### src/rtl/fsc_map.svh
// offsets, field positions, frame lengths and timing counts of the fault/clear block
// assumes nothing; included by the package users by bare name
`ifndef FSC_MAP_SVH
`define FSC_MAP_SVH

`define FSC_WORD_W        16
`define FSC_CRC_W         8
`define FSC_SHIFT_W       24
`define FSC_FRAME_PLAIN   5'h10
`define FSC_FRAME_CRC     5'h18
`define FSC_RD_CMD_LEN    5'h04
`define FSC_RD_RISE_PRIOR 3'h4
`define FSC_RISE_MAX      3'h7
`define FSC_CNT_MAX       5'h1F
`define FSC_ADDR_HI       15
`define FSC_ADDR_LO       13
`define FSC_RW_BIT        12
`define FSC_RANGE_HI      10
`define FSC_RANGE_LO      7
`define FSC_CLR_SEL_BIT   6
`define FSC_DRV_EN_BIT    5
`define FSC_RES_SEL_BIT   4
`define FSC_CRC_ERR_BIT   3
`define FSC_OTEMP_BIT     2
`define FSC_IFLT_BIT      1
`define FSC_VFLT_BIT      0
`define FSC_CLRCMD_BIT    3
`define FSC_SWRST_BIT     2
`define FSC_RD_FIXED      2'h2
`define FSC_RANGE_RST     4'h0
`define FSC_CRC_POLY      8'h07
`define FSC_CRC_INIT      8'h00
`define FSC_STRAP_WAIT    2'h3

`endif

### src/rtl/fsc_pkg.sv
// types shared by the fault/clear block
// assumes fsc_map.svh is on the include path
package fsc_pkg;

  // frame receiver states
  typedef enum logic [1:0] {
    FSC_ST_IDLE  = 2'b01,
    FSC_ST_SHIFT = 2'b10
  } fsc_state_t;

  // voltage clear target
  typedef enum logic [2:0] {
    FSC_VCLR_ZERO  = 3'b001,
    FSC_VCLR_NEGFS = 3'b010,
    FSC_VCLR_MID   = 3'b100
  } fsc_vclear_t;

  // bipolar voltage range codes
  function automatic logic fsc_is_bipolar(input logic [3:0] code);
    fsc_is_bipolar = (code == 4'h7) || (code == 4'h8) || (code == 4'hB) ||
                     (code == 4'hC) || (code == 4'hD);
  endfunction : fsc_is_bipolar

endpackage : fsc_pkg

### src/rtl/fsc_link_if.sv
// synchronised serial link strobes between the receiver front end and the core
// assumes both ends run on clk_sys
`timescale 1ns/1ns
interface fsc_link_if;
  logic frame_start;
  logic frame_end;
  logic sclk_rise;
  logic sclk_fall;
  logic bit_val;

  modport src (output frame_start, output frame_end, output sclk_rise,
               output sclk_fall, output bit_val);
  modport dst (input frame_start, input frame_end, input sclk_rise,
               input sclk_fall, input bit_val);
endinterface : fsc_link_if

### src/rtl/fsc_top.sv
// fault reporting, status readback, frame checking and clear control
// assumes host drives sclk/sync_n/sdi asynchronously; fault detectors are async levels
`timescale 1ns/1ns
`include "fsc_map.svh"
module fsc_top (
  input  wire logic              clk_sys,
  input  wire logic              sys_rst,
  input  wire logic              sclk,
  input  wire logic              sync_n,
  input  wire logic              sdi,
  output logic                   sdo_out,
  output logic                   sdo_oe,
  input  wire logic [2:0]        device_address,
  input  wire logic              hw_mode_pin,
  input  wire logic [3:0]        range_code_pin,
  input  wire logic              sense_resistor_pin,
  input  wire logic              clear_value_select_pin,
  input  wire logic              clear_pin,
  input  wire logic              open_loop_det,
  input  wire logic              headroom_low_det,
  input  wire logic              vshort_det,
  input  wire logic              overtemp_det,
  output logic                   fault_alert_n_out,
  output logic                   fault_alert_n_oe,
  output logic                   current_alert_n_out,
  output logic                   current_alert_n_oe,
  output logic                   voltage_alert_n_out,
  output logic                   voltage_alert_n_oe,
  output logic                   thermal_alert_n_out,
  output logic                   thermal_alert_n_oe,
  output logic [3:0]             range_code,
  output logic                   sense_resistor_select,
  output logic                   output_drive_enable,
  output logic                   clear_active,
  output logic                   current_clear_bottom,
  output fsc_pkg::fsc_vclear_t   vclear_code
);
  localparam int NPIN = 15;

  fsc_link_if lnk ();

  logic [NPIN-1:0]             pin_s1_q;
  logic [NPIN-1:0]             pin_s2_q;
  logic [2:0]                  addr_s;
  logic                        hw_s;
  logic [3:0]                  range_s;
  logic                        res_sel_s;
  logic                        clr_sel_s;
  logic                        clear_s;
  logic                        open_s;
  logic                        head_s;
  logic                        vshort_s;
  logic                        ot_s;
  logic [1:0]                  strap_cnt_q;
  logic                        hw_q;
  fsc_pkg::fsc_state_t         state_q;
  logic [4:0]                  cnt_q;
  logic [`FSC_SHIFT_W-1:0]     shift_q;
  logic [2:0]                  rise_q;
  logic                        rd_q;
  logic [`FSC_WORD_W-1:0]      tx_q;
  logic [`FSC_CRC_W-1:0]       crc;
  logic [`FSC_WORD_W-1:0]      data_w;
  logic                        ok16;
  logic                        ok24;
  logic                        bad24;
  logic                        addr_hit;
  logic                        wr;
  logic                        rd_req;
  logic [3:0]                  range_q;
  logic                        clr_sel_q;
  logic                        drv_en_q;
  logic                        res_sel_q;
  logic                        clr_cmd_q;
  logic                        crc_err_q;
  logic                        iflt;
  logic                        any_fault;
  logic [3:0]                  range_eff;
  logic                        clr_sel_eff;
  logic [`FSC_WORD_W-1:0]      rb_word;
  fsc_pkg::fsc_vclear_t        vclear_d;

  // ---------------------------------------------
  // link front end and frame check
  // ---------------------------------------------
  fsc_link_rx u_rx (
    .clk_sys (clk_sys),
    .sys_rst (sys_rst),
    .sclk    (sclk),
    .sync_n  (sync_n),
    .sdi     (sdi),
    .lnk     (lnk.src)
  );

  // crc runs over the first sixteen bits only
  fsc_crc8 u_crc (
    .clk_sys (clk_sys),
    .sys_rst (sys_rst),
    .clr     (lnk.frame_start),
    .en      (state_q == fsc_pkg::FSC_ST_SHIFT && lnk.sclk_fall &&
              cnt_q < `FSC_FRAME_PLAIN),
    .din     (lnk.bit_val),
    .crc     (crc)
  );

  // ---------------------------------------------
  // pin synchronisers and mode strap
  // ---------------------------------------------
  // all static pins and detector levels pass two flops
  always_ff @(posedge clk_sys or posedge sys_rst)
  begin
    if (sys_rst)
    begin
      pin_s1_q <= '0;
      pin_s2_q <= '0;
    end
    else
    begin
      pin_s1_q <= {device_address, hw_mode_pin, range_code_pin, sense_resistor_pin,
                   clear_value_select_pin, clear_pin, open_loop_det,
                   headroom_low_det, vshort_det, overtemp_det};
      pin_s2_q <= pin_s1_q;
    end
  end

  assign {addr_s, hw_s, range_s, res_sel_s, clr_sel_s, clear_s,
          open_s, head_s, vshort_s, ot_s} = pin_s2_q;

  // mode is caught once after reset release, then frozen
  always_ff @(posedge clk_sys or posedge sys_rst)
  begin
    if (sys_rst)
    begin
      strap_cnt_q <= 2'h0;
      hw_q        <= 1'b0;
    end
    else if (strap_cnt_q != `FSC_STRAP_WAIT)
    begin
      strap_cnt_q <= strap_cnt_q + 2'h1;
      hw_q        <= hw_s;
    end
  end

  // ---------------------------------------------
  // frame receiver
  // ---------------------------------------------
  // bits taken on falling serial clock; count saturates on long frames
  always_ff @(posedge clk_sys or posedge sys_rst)
  begin
    if (sys_rst)
    begin
      state_q <= fsc_pkg::FSC_ST_IDLE;
      cnt_q   <= 5'h00;
      shift_q <= '0;
    end
    else
    begin
      case (state_q)
        fsc_pkg::FSC_ST_IDLE:
        begin
          if (lnk.frame_start)
          begin
            state_q <= fsc_pkg::FSC_ST_SHIFT;
            cnt_q   <= 5'h00;
          end
        end
        fsc_pkg::FSC_ST_SHIFT:
        begin
          if (lnk.frame_end)
            state_q <= fsc_pkg::FSC_ST_IDLE;
          else if (lnk.sclk_fall)
          begin
            shift_q <= {shift_q[`FSC_SHIFT_W-2:0], lnk.bit_val};
            if (cnt_q != `FSC_CNT_MAX)
              cnt_q <= cnt_q + 5'h01;
          end
        end
        default:
          state_q <= fsc_pkg::FSC_ST_IDLE;
      endcase
    end
  end

  // frame verdict at the rising frame select
  assign data_w   = (cnt_q == `FSC_FRAME_CRC) ? shift_q[`FSC_SHIFT_W-1:`FSC_CRC_W]
                                              : shift_q[`FSC_WORD_W-1:0];
  assign ok16     = (cnt_q == `FSC_FRAME_PLAIN);
  assign ok24     = (cnt_q == `FSC_FRAME_CRC) && (crc == shift_q[7:0]);
  assign bad24    = (cnt_q == `FSC_FRAME_CRC) && (crc != shift_q[7:0]);
  assign addr_hit = (data_w[`FSC_ADDR_HI:`FSC_ADDR_LO] == addr_s);
  assign wr       = lnk.frame_end && (ok16 || ok24) && addr_hit && !data_w[`FSC_RW_BIT];
  assign rd_req   = (cnt_q >= `FSC_RD_CMD_LEN) && (shift_q[3:1] == addr_s) && shift_q[0];

  // ---------------------------------------------
  // control register
  // ---------------------------------------------
  // writes land even while clear holds, so release shows the new value
  always_ff @(posedge clk_sys or posedge sys_rst)
  begin
    if (sys_rst)
    begin
      range_q   <= `FSC_RANGE_RST;
      clr_sel_q <= 1'b0;
      drv_en_q  <= 1'b0;
      res_sel_q <= 1'b0;
      clr_cmd_q <= 1'b0;
    end
    else
    begin
      clr_cmd_q <= wr && data_w[`FSC_CLRCMD_BIT] && !data_w[`FSC_SWRST_BIT];
      if (wr && data_w[`FSC_SWRST_BIT])
      begin
        range_q   <= `FSC_RANGE_RST;
        clr_sel_q <= 1'b0;
        drv_en_q  <= 1'b0;
        res_sel_q <= 1'b0;
      end
      else if (wr)
      begin
        range_q   <= data_w[`FSC_RANGE_HI:`FSC_RANGE_LO];
        clr_sel_q <= data_w[`FSC_CLR_SEL_BIT];
        drv_en_q  <= data_w[`FSC_DRV_EN_BIT];
        res_sel_q <= data_w[`FSC_RES_SEL_BIT];
      end
    end
  end

  // ---------------------------------------------
  // status flags and readback
  // ---------------------------------------------
  // a new crc failure wins over the read that would clear it
  always_ff @(posedge clk_sys or posedge sys_rst)
  begin
    if (sys_rst)
      crc_err_q <= 1'b0;
    else if (lnk.frame_end && bad24)
      crc_err_q <= 1'b1;
    else if (lnk.frame_end && rd_q)
      crc_err_q <= 1'b0;
  end

  assign iflt        = open_s | head_s;
  assign any_fault   = iflt | vshort_s | ot_s | crc_err_q;
  assign range_eff   = hw_q ? range_s : range_q;
  assign clr_sel_eff = clr_sel_s | clr_sel_q;
  assign rb_word     = {addr_s, `FSC_RD_FIXED, range_eff, clr_sel_eff, drv_en_q,
                        (hw_q ? res_sel_s : res_sel_q), crc_err_q, ot_s, iflt, vshort_s};

  // readback shifts out from the fifth rising edge, released at frame end
  always_ff @(posedge clk_sys or posedge sys_rst)
  begin
    if (sys_rst)
    begin
      rise_q  <= 3'h0;
      rd_q    <= 1'b0;
      sdo_out <= 1'b0;
      sdo_oe  <= 1'b0;
      tx_q    <= '0;
    end
    else if (lnk.frame_start)
    begin
      rise_q <= 3'h0;
      rd_q   <= 1'b0;
    end
    else if (lnk.frame_end)
    begin
      rd_q    <= 1'b0;
      sdo_oe  <= 1'b0;
      sdo_out <= 1'b0;
    end
    else if (state_q == fsc_pkg::FSC_ST_SHIFT && lnk.sclk_rise)
    begin
      if (rise_q != `FSC_RISE_MAX)
        rise_q <= rise_q + 3'h1;
      if (rise_q == `FSC_RD_RISE_PRIOR && rd_req && !rd_q)
      begin
        rd_q    <= 1'b1;
        sdo_oe  <= 1'b1;
        sdo_out <= rb_word[`FSC_WORD_W-1];
        tx_q    <= {rb_word[`FSC_WORD_W-2:0], 1'b0};
      end
      else if (rd_q)
      begin
        sdo_out <= tx_q[`FSC_WORD_W-1];
        tx_q    <= {tx_q[`FSC_WORD_W-2:0], 1'b0};
      end
    end
  end

  // ---------------------------------------------
  // alerts and clear outputs
  // ---------------------------------------------
  // voltage clear target from polarity of the live range
  always_comb
  begin
    if (!clr_sel_eff)
      vclear_d = fsc_pkg::fsc_is_bipolar(range_eff) ? fsc_pkg::FSC_VCLR_NEGFS
                                                    : fsc_pkg::FSC_VCLR_ZERO;
    else
      vclear_d = fsc_pkg::fsc_is_bipolar(range_eff) ? fsc_pkg::FSC_VCLR_ZERO
                                                    : fsc_pkg::FSC_VCLR_MID;
  end

  // open-drain pins only ever pull low; the enable carries the fault
  assign fault_alert_n_out   = 1'b0;
  assign current_alert_n_out = 1'b0;
  assign voltage_alert_n_out = 1'b0;
  assign thermal_alert_n_out = 1'b0;

  // registered so pins never glitch on detector chatter
  always_ff @(posedge clk_sys or posedge sys_rst)
  begin
    if (sys_rst)
    begin
      fault_alert_n_oe      <= 1'b0;
      current_alert_n_oe    <= 1'b0;
      voltage_alert_n_oe    <= 1'b0;
      thermal_alert_n_oe    <= 1'b0;
      clear_active          <= 1'b0;
      current_clear_bottom  <= 1'b0;
      vclear_code           <= fsc_pkg::FSC_VCLR_ZERO;
      range_code            <= `FSC_RANGE_RST;
      sense_resistor_select <= 1'b0;
      output_drive_enable   <= 1'b0;
    end
    else
    begin
      fault_alert_n_oe      <= !hw_q && any_fault;
      current_alert_n_oe    <= hw_q && iflt;
      voltage_alert_n_oe    <= hw_q && vshort_s;
      thermal_alert_n_oe    <= hw_q && ot_s;
      clear_active          <= clear_s || clr_cmd_q;
      current_clear_bottom  <= clear_s || clr_cmd_q;
      vclear_code           <= vclear_d;
      range_code            <= range_eff;
      sense_resistor_select <= hw_q ? res_sel_s : res_sel_q;
      output_drive_enable   <= drv_en_q;
    end
  end
endmodule : fsc_top

### src/rtl/fsc_crc8.sv
// serial crc-8 over the received data bits, msb first
// assumes en pulses once per data bit, clr at each frame start
`timescale 1ns/1ns
`include "fsc_map.svh"
module fsc_crc8 #(
  parameter int                W    = `FSC_CRC_W,
  parameter logic [W-1:0]      POLY = `FSC_CRC_POLY
) (
  input  wire logic            clk_sys,
  input  wire logic            sys_rst,
  input  wire logic            clr,
  input  wire logic            en,
  input  wire logic            din,
  output logic     [W-1:0]     crc
);
  // ---------------------------------------------
  // shift register
  // ---------------------------------------------
  // lfsr step: feedback is msb xor incoming bit
  always_ff @(posedge clk_sys or posedge sys_rst)
  begin
    if (sys_rst)
      crc <= W'(`FSC_CRC_INIT);
    else if (clr)
      crc <= W'(`FSC_CRC_INIT);
    else if (en)
      crc <= {crc[W-2:0], 1'b0} ^ ((crc[W-1] ^ din) ? POLY : '0);
  end
endmodule : fsc_crc8

### src/rtl/fsc_link_rx.sv
// serial link front end: synchronises clock, frame select and data, finds edges
// assumes link clock slow against clk_sys (at least four cycles per phase)
`timescale 1ns/1ns
module fsc_link_rx (
  input  wire logic clk_sys,
  input  wire logic sys_rst,
  input  wire logic sclk,
  input  wire logic sync_n,
  input  wire logic sdi,
  fsc_link_if.src   lnk
);
  logic [2:0] s1_q;
  logic [2:0] s2_q;
  logic [1:0] prev_q;

  // ---------------------------------------------
  // two-stage synchronisers
  // ---------------------------------------------
  // data rides with the clock so bit and edge stay aligned
  always_ff @(posedge clk_sys or posedge sys_rst)
  begin
    if (sys_rst)
    begin
      s1_q   <= 3'h3;
      s2_q   <= 3'h3;
      prev_q <= 2'h1;  // idle levels: clock low, frame select high, no false edge
    end
    else
    begin
      s1_q   <= {sclk, sync_n, sdi};
      s2_q   <= s1_q;
      prev_q <= s2_q[2:1];
    end
  end

  // edge strobes from settled samples only
  assign lnk.sclk_rise   =  s2_q[2] & ~prev_q[1];
  assign lnk.sclk_fall   = ~s2_q[2] &  prev_q[1];
  assign lnk.frame_start = ~s2_q[1] &  prev_q[0];
  assign lnk.frame_end   =  s2_q[1] & ~prev_q[0];
  assign lnk.bit_val     =  s2_q[0];
endmodule : fsc_link_rx

### config.mk
export PLATFORM = sky130hd
export DESIGN_NAME = fsc_top
export DESIGN_NICKNAME = d
export VERILOG_FILES = /design/src/rtl/fsc_pkg.sv /design/src/rtl/fsc_link_if.sv /design/src/rtl/fsc_top.sv /design/src/rtl/fsc_crc8.sv /design/src/rtl/fsc_link_rx.sv
export VERILOG_INCLUDE_DIRS = /design/src /design/src/rtl
export SDC_FILE = /design/constraint.sdc
export NUM_CORES = 1
export LEC_CHECK = 0
export BUFFER_PORTS_ARGS = -buffer_cell sky130_fd_sc_hd__buf_2
export CAP_MARGIN = 15
export CELL_PAD_IN_SITES_DETAIL_PLACEMENT = 1
export CELL_PAD_IN_SITES_GLOBAL_PLACEMENT = 2
export CORE_ASPECT_RATIO = 2
export CORE_UTILIZATION = 38
export CTS_BUF_LIST = sky130_fd_sc_hd__clkbuf_8 sky130_fd_sc_hd__clkbuf_16
export DETAILED_ROUTE_END_ITERATION = 10
export HOLD_SLACK_MARGIN = 0.08
export PLACE_DENSITY_LB_ADDON = 0.1
export SLEW_MARGIN = 20
export SYNTH_ARGS = -nofsm -noshare
export SYNTH_HDL_FRONTEND = slang
export SYNTH_SLANG_ARGS = --single-unit
### constraint.sdc
create_clock -name clk_sys -period 6.2 [get_ports clk_sys]
set_input_delay 0 -clock clk_sys [delete_from_list [all_inputs] [get_ports clk_sys]]
set_output_delay 0 -clock clk_sys [all_outputs]
set_load 0.01 [all_outputs]
==> reports/qor_table.md <==
| Metric | This run | Unit |
|:---|:---|:---|
| Post-Syn Area per Cell | 13.5 | um^2 |
| Detailed Route WL | 10.6 | mm |
| TritonCTS clock tree | yes | - |
| Required time at the endpoint of the critical path | 6.49 | ns |
| DRC | 3 | - |
| Transition time of the tightest slew-check pin | 1.06 | ns |
| Number of gates resized after cts | 0 | - |
| Clock tree sinks | 124 | - |
| Area of combinational cells with multiple inputs | 1900 | um^2 |
| Storage element area | 3110 | um^2 |
| Fmax | 382 | MHz |
| Capturing element of the worst setup path | tx_q[11] | - |
| Clock period minus worst slack | 2.62 | ns |
| Capture point of the worst reg-to-reg path | tx_q[11] | - |
| Setup slack, reg-to-reg | 3.58 | ns |
| Power per cell area | 320 | nW/um^2 |
| Unrepaired setup endpoints after global routing | false | - |
| Signed area change from the synthesized netlist to the final layout | 21.0 | % |
| Number of port buffers | 36 | - |
| Result of the run | finished with violations | - |
| Endpoint type of the worst setup path | register | - |
| Met1 GRT Util | 17.2 | % |
| Global-route usage over all layers | 16.8 | % |
| Die outline area | 14200 | um^2 |
| Leak pwr | 0.00296 | uW |
| Violated checks | design-rule violations | - |
| Final Max Slew Viols | 0 | - |
| Worst-Skew Late Latency | 0.41 | ns |
| Via/cell ratio | 5.02 | - |
| Slew margin rel. | 28.8 | % |
| Kind of path behind the tightest hold check | in -> async | - |
| Global routing's busiest layer | met2 | - |
| GRT met2 Usage | 32.0 | % |
| Total clock buffers created by CTS | 17 | - |
| Die boundary width | 84.8 | um |
| Number of synthesized register bits | 124 | - |
| Via count of the first global-routing pass | 3429 | - |
| Worst reg2reg path depth | 5 | - |
| Register area share after synthesis | 59.7 | % |
| DP Worst Slack | 3.54 | ns |
| # fillers | 1405 | - |
| Sequence of cells on the critical path | inv_1 -> ha_1 -> nor3b_1 -> o211a_1 -> mux2_2 | - |
| Total gr overflow | 0 | - |
| Clock Tree Root | sky130_fd_sc_hd__clkbuf_16 | - |
| Mapped Cells | 386 | - |
| Yosys Warn Count | 0 | - |
| DP Wirelength | 7.40 | mm |
| Maximum single-stage delay on the critical path | 0.67 | ns |
| Count of vias placed by the detailed router | 3085 | - |
| GR met3 Demand/Resource | 3.99 | % |
| Vertical extent of the die | 168 | um |
| Clock edge transition at the registers on the reported setup and hold paths | 0.06 | ns |
| Core area | 13400 | um^2 |
| Standard-cell row count | 60 | - |
| Largest net degree at the start of global routing | 77 | - |
| Number of nets in the layout | 478 | - |
| Maxcap violations | 0 | - |
| Number of distinct library cells after synthesis | 54 | - |
| GP Congestion | 0.686 | - |
| Routed wire per std cell | 17.3 | um |
| Highest-count cells in the layout ignoring fill and taps | sky130_fd_sc_hd__dfrtp_1, sky130_fd_sc_hd__mux2_2, sky130_fd_sc_hd__buf_2 | - |
| Buffer levels on the longest clock path | 2 | - |
| Total negative setup slack | 0 | ns |
| Launch point of the worst reg-to-reg path | u_rx.s2_q[1] | - |
| Fraction of layout cells with a size suffix above 1 | 31.4 | % |
| Total placed cells including tap cells | 564 | - |
| Antenna cell count | 0 | - |
| Final hold violation count | 0 | - |
| Start-to-end type of the worst setup path | reg -> reg | - |
| First-pass GRT wire length | 17.9 | mm |
| IO Count | 41 | - |
| Post-synth EDFFs | 0 | - |
| PnR worst setup slack | 3.58 | ns |
| Setup clock skew after layout | 0.00739 | ns |
| Most common cell after layout, fill and taps aside | sky130_fd_sc_hd__dfrtp_1 | - |
| Async set-or-reset flop fraction in the synthesized netlist | 100 | % |
| Ratio of final minimum period to clock period | 42.2 | % |
| Antenna violations before repair | 0 | - |
| Post-DRT Antenna Nets | 0 | - |
| Critical-path cell with the highest stage delay | sky130_fd_sc_hd__o211a_1 | - |
| Nature of the critical path startpoint | register | - |
| Maximum net fanout on the critical path | 16 | - |
| Final number of setup-violating endpoints | 0 | - |
| Worst setup path start | u_rx.s2_q[1] | - |
| H-tree level count | 4 | - |
| Worst vdd rail ir drop | 207 | uV |
| Number of violations reported at the end of detailed-routing iteration 0 | 80 | - |
| Effective utilization at floorplan | 38.8 | % |
| Number of buffers added for setup after CTS | 0 | - |
| Post-synthesis instance area | 5210 | um^2 |
| Crit path arrival time | 2.91 | ns |
| Most used DFF post-synth | sky130_fd_sc_hd__dfrtp_1 | - |
| Final Non-Filler Cells | 614 | - |
| Number of iterations in the first detailed-routing pass | 9 | - |
==> kinds of logic after synthesis <==
kind of cell | count (synthesis) | synth area share, %
XOR/XNOR | 17 | 2.86
other | 1 | 0.0719
flip-flops | 124 | 59.7
buffers and inverters | 37 | 4.13
AO/OA/AOI/OAI | 41 | 5.38
AND/OR/NAND/NOR | 81 | 9.58
adder cells (fa/ha/maj) | 11 | 2.64
multiplexers | 74 | 15.7
==> worst max-delay path: cells and delay by family (launching register included) <==
kind	cells	cell delay [ns]
compound gates	1	0.67
flops	1	0.54
simple gates	1	0.46
mux	1	0.41
fa+ha+maj	1	0.36
buf+inv	1	0.04
==> area by class of cell <==
class	instances	share of cell area [%]
flip-flops and latches	124	49.3
multi-input cells	228	30.1
clock buffers	17	6.74
repair buffers	57	6.11
clock inverters	14	3.47
well taps	155	3.07
inverters	19	1.17
==> metal layers <==
metal  up-vias  routed length, um
met5         -                  0
met4         0                193
met3        19                230
met2        47               6280
met1      1573               3890
li1       1446                  -
==> per-stage QoR <==
| stage | area (um^2) | utilization [%] | hold WS (ns) | total power [uW] |
|---|---|---|---|---|
| 2_1_floorplan | 5230 | - | 0.00448 | 913 |
| 5_1_grt | 6310 | 46.9 | 0.212 | 2090 |
| 3_3_place_gp | 5470 | 40.7 | 0.106 | 941 |
| 3_5_place_dp | 5470 | 40.7 | 0.109 | 943 |
| 4_1_cts | 6310 | 46.9 | 0.207 | 2050 |
| 6_report | 6310 | 46.9 | 0.215 | 2020 |
==> report_power, final <==
| group | switching, uW | leakage, uW | internal [uW] |
|---|---|---|---|
| registers | 15.5 | 0.00160 | 836 |
| logic | 48.0 | 0.00104 | 35.3 |
| clock network | 368 | 0.000310 | 713 |
| total | 431 | 0.00296 | 1580 |
==> timing repair <==
action	CTS	global route
setup endpoints to repair	0	0
hold endpoints to repair	66	0
hold buffers	19	0
==> state kept, by name (all words and copies together), names as in the netlist, 2 cells and up <==
name / cells
u_rx.s1_q: 3
range_q: 4
u_rx.prev_q: 2
shift_q: 24
cnt_q: 5
pin_s1_q: 15
vclear_code: 3
u_crc.crc: 8
pin_s2_q: 15
u_rx.s2_q: 3
rise_q: 3
strap_cnt_q: 2
state_q: 2
range_code: 4
tx_q: 15
==> worst min-delay path by stage <==
stage	from	end	slack, ns
finish	sys_rst	shift_q[0]	0.22
detailed placement	sync_n	u_rx.s1_q[1]	0.11
CTS	sync_n	u_rx.s1_q[1]	0.21
floorplan	sdi	u_rx.s1_q[0]	0.004
global placement	sys_rst	shift_q[0]	0.11
global route	sclk	u_rx.s1_q[2]	0.21
==> Yosys cell counts (8+ instances only) <==
master,number,area [um^2]
sky130_fd_sc_hd__xnor2_1,14,123
sky130_fd_sc_hd__dfrtp_1,117,2930
sky130_fd_sc_hd__mux2i_1,19,190
sky130_fd_sc_hd__nand3_1,9,45.0
sky130_fd_sc_hd__inv_1,18,67.6
sky130_fd_sc_hd__mux2_2,53,597
sky130_fd_sc_hd__nand2b_1,15,93.8
sky130_fd_sc_hd__nor2_1,18,67.6
sky130_fd_sc_hd__ha_1,11,138
sky130_fd_sc_hd__o21ai_0,16,80.1
sky130_fd_sc_hd__a21oi_1,8,40.0
Power figures use the tool's default switching activity.
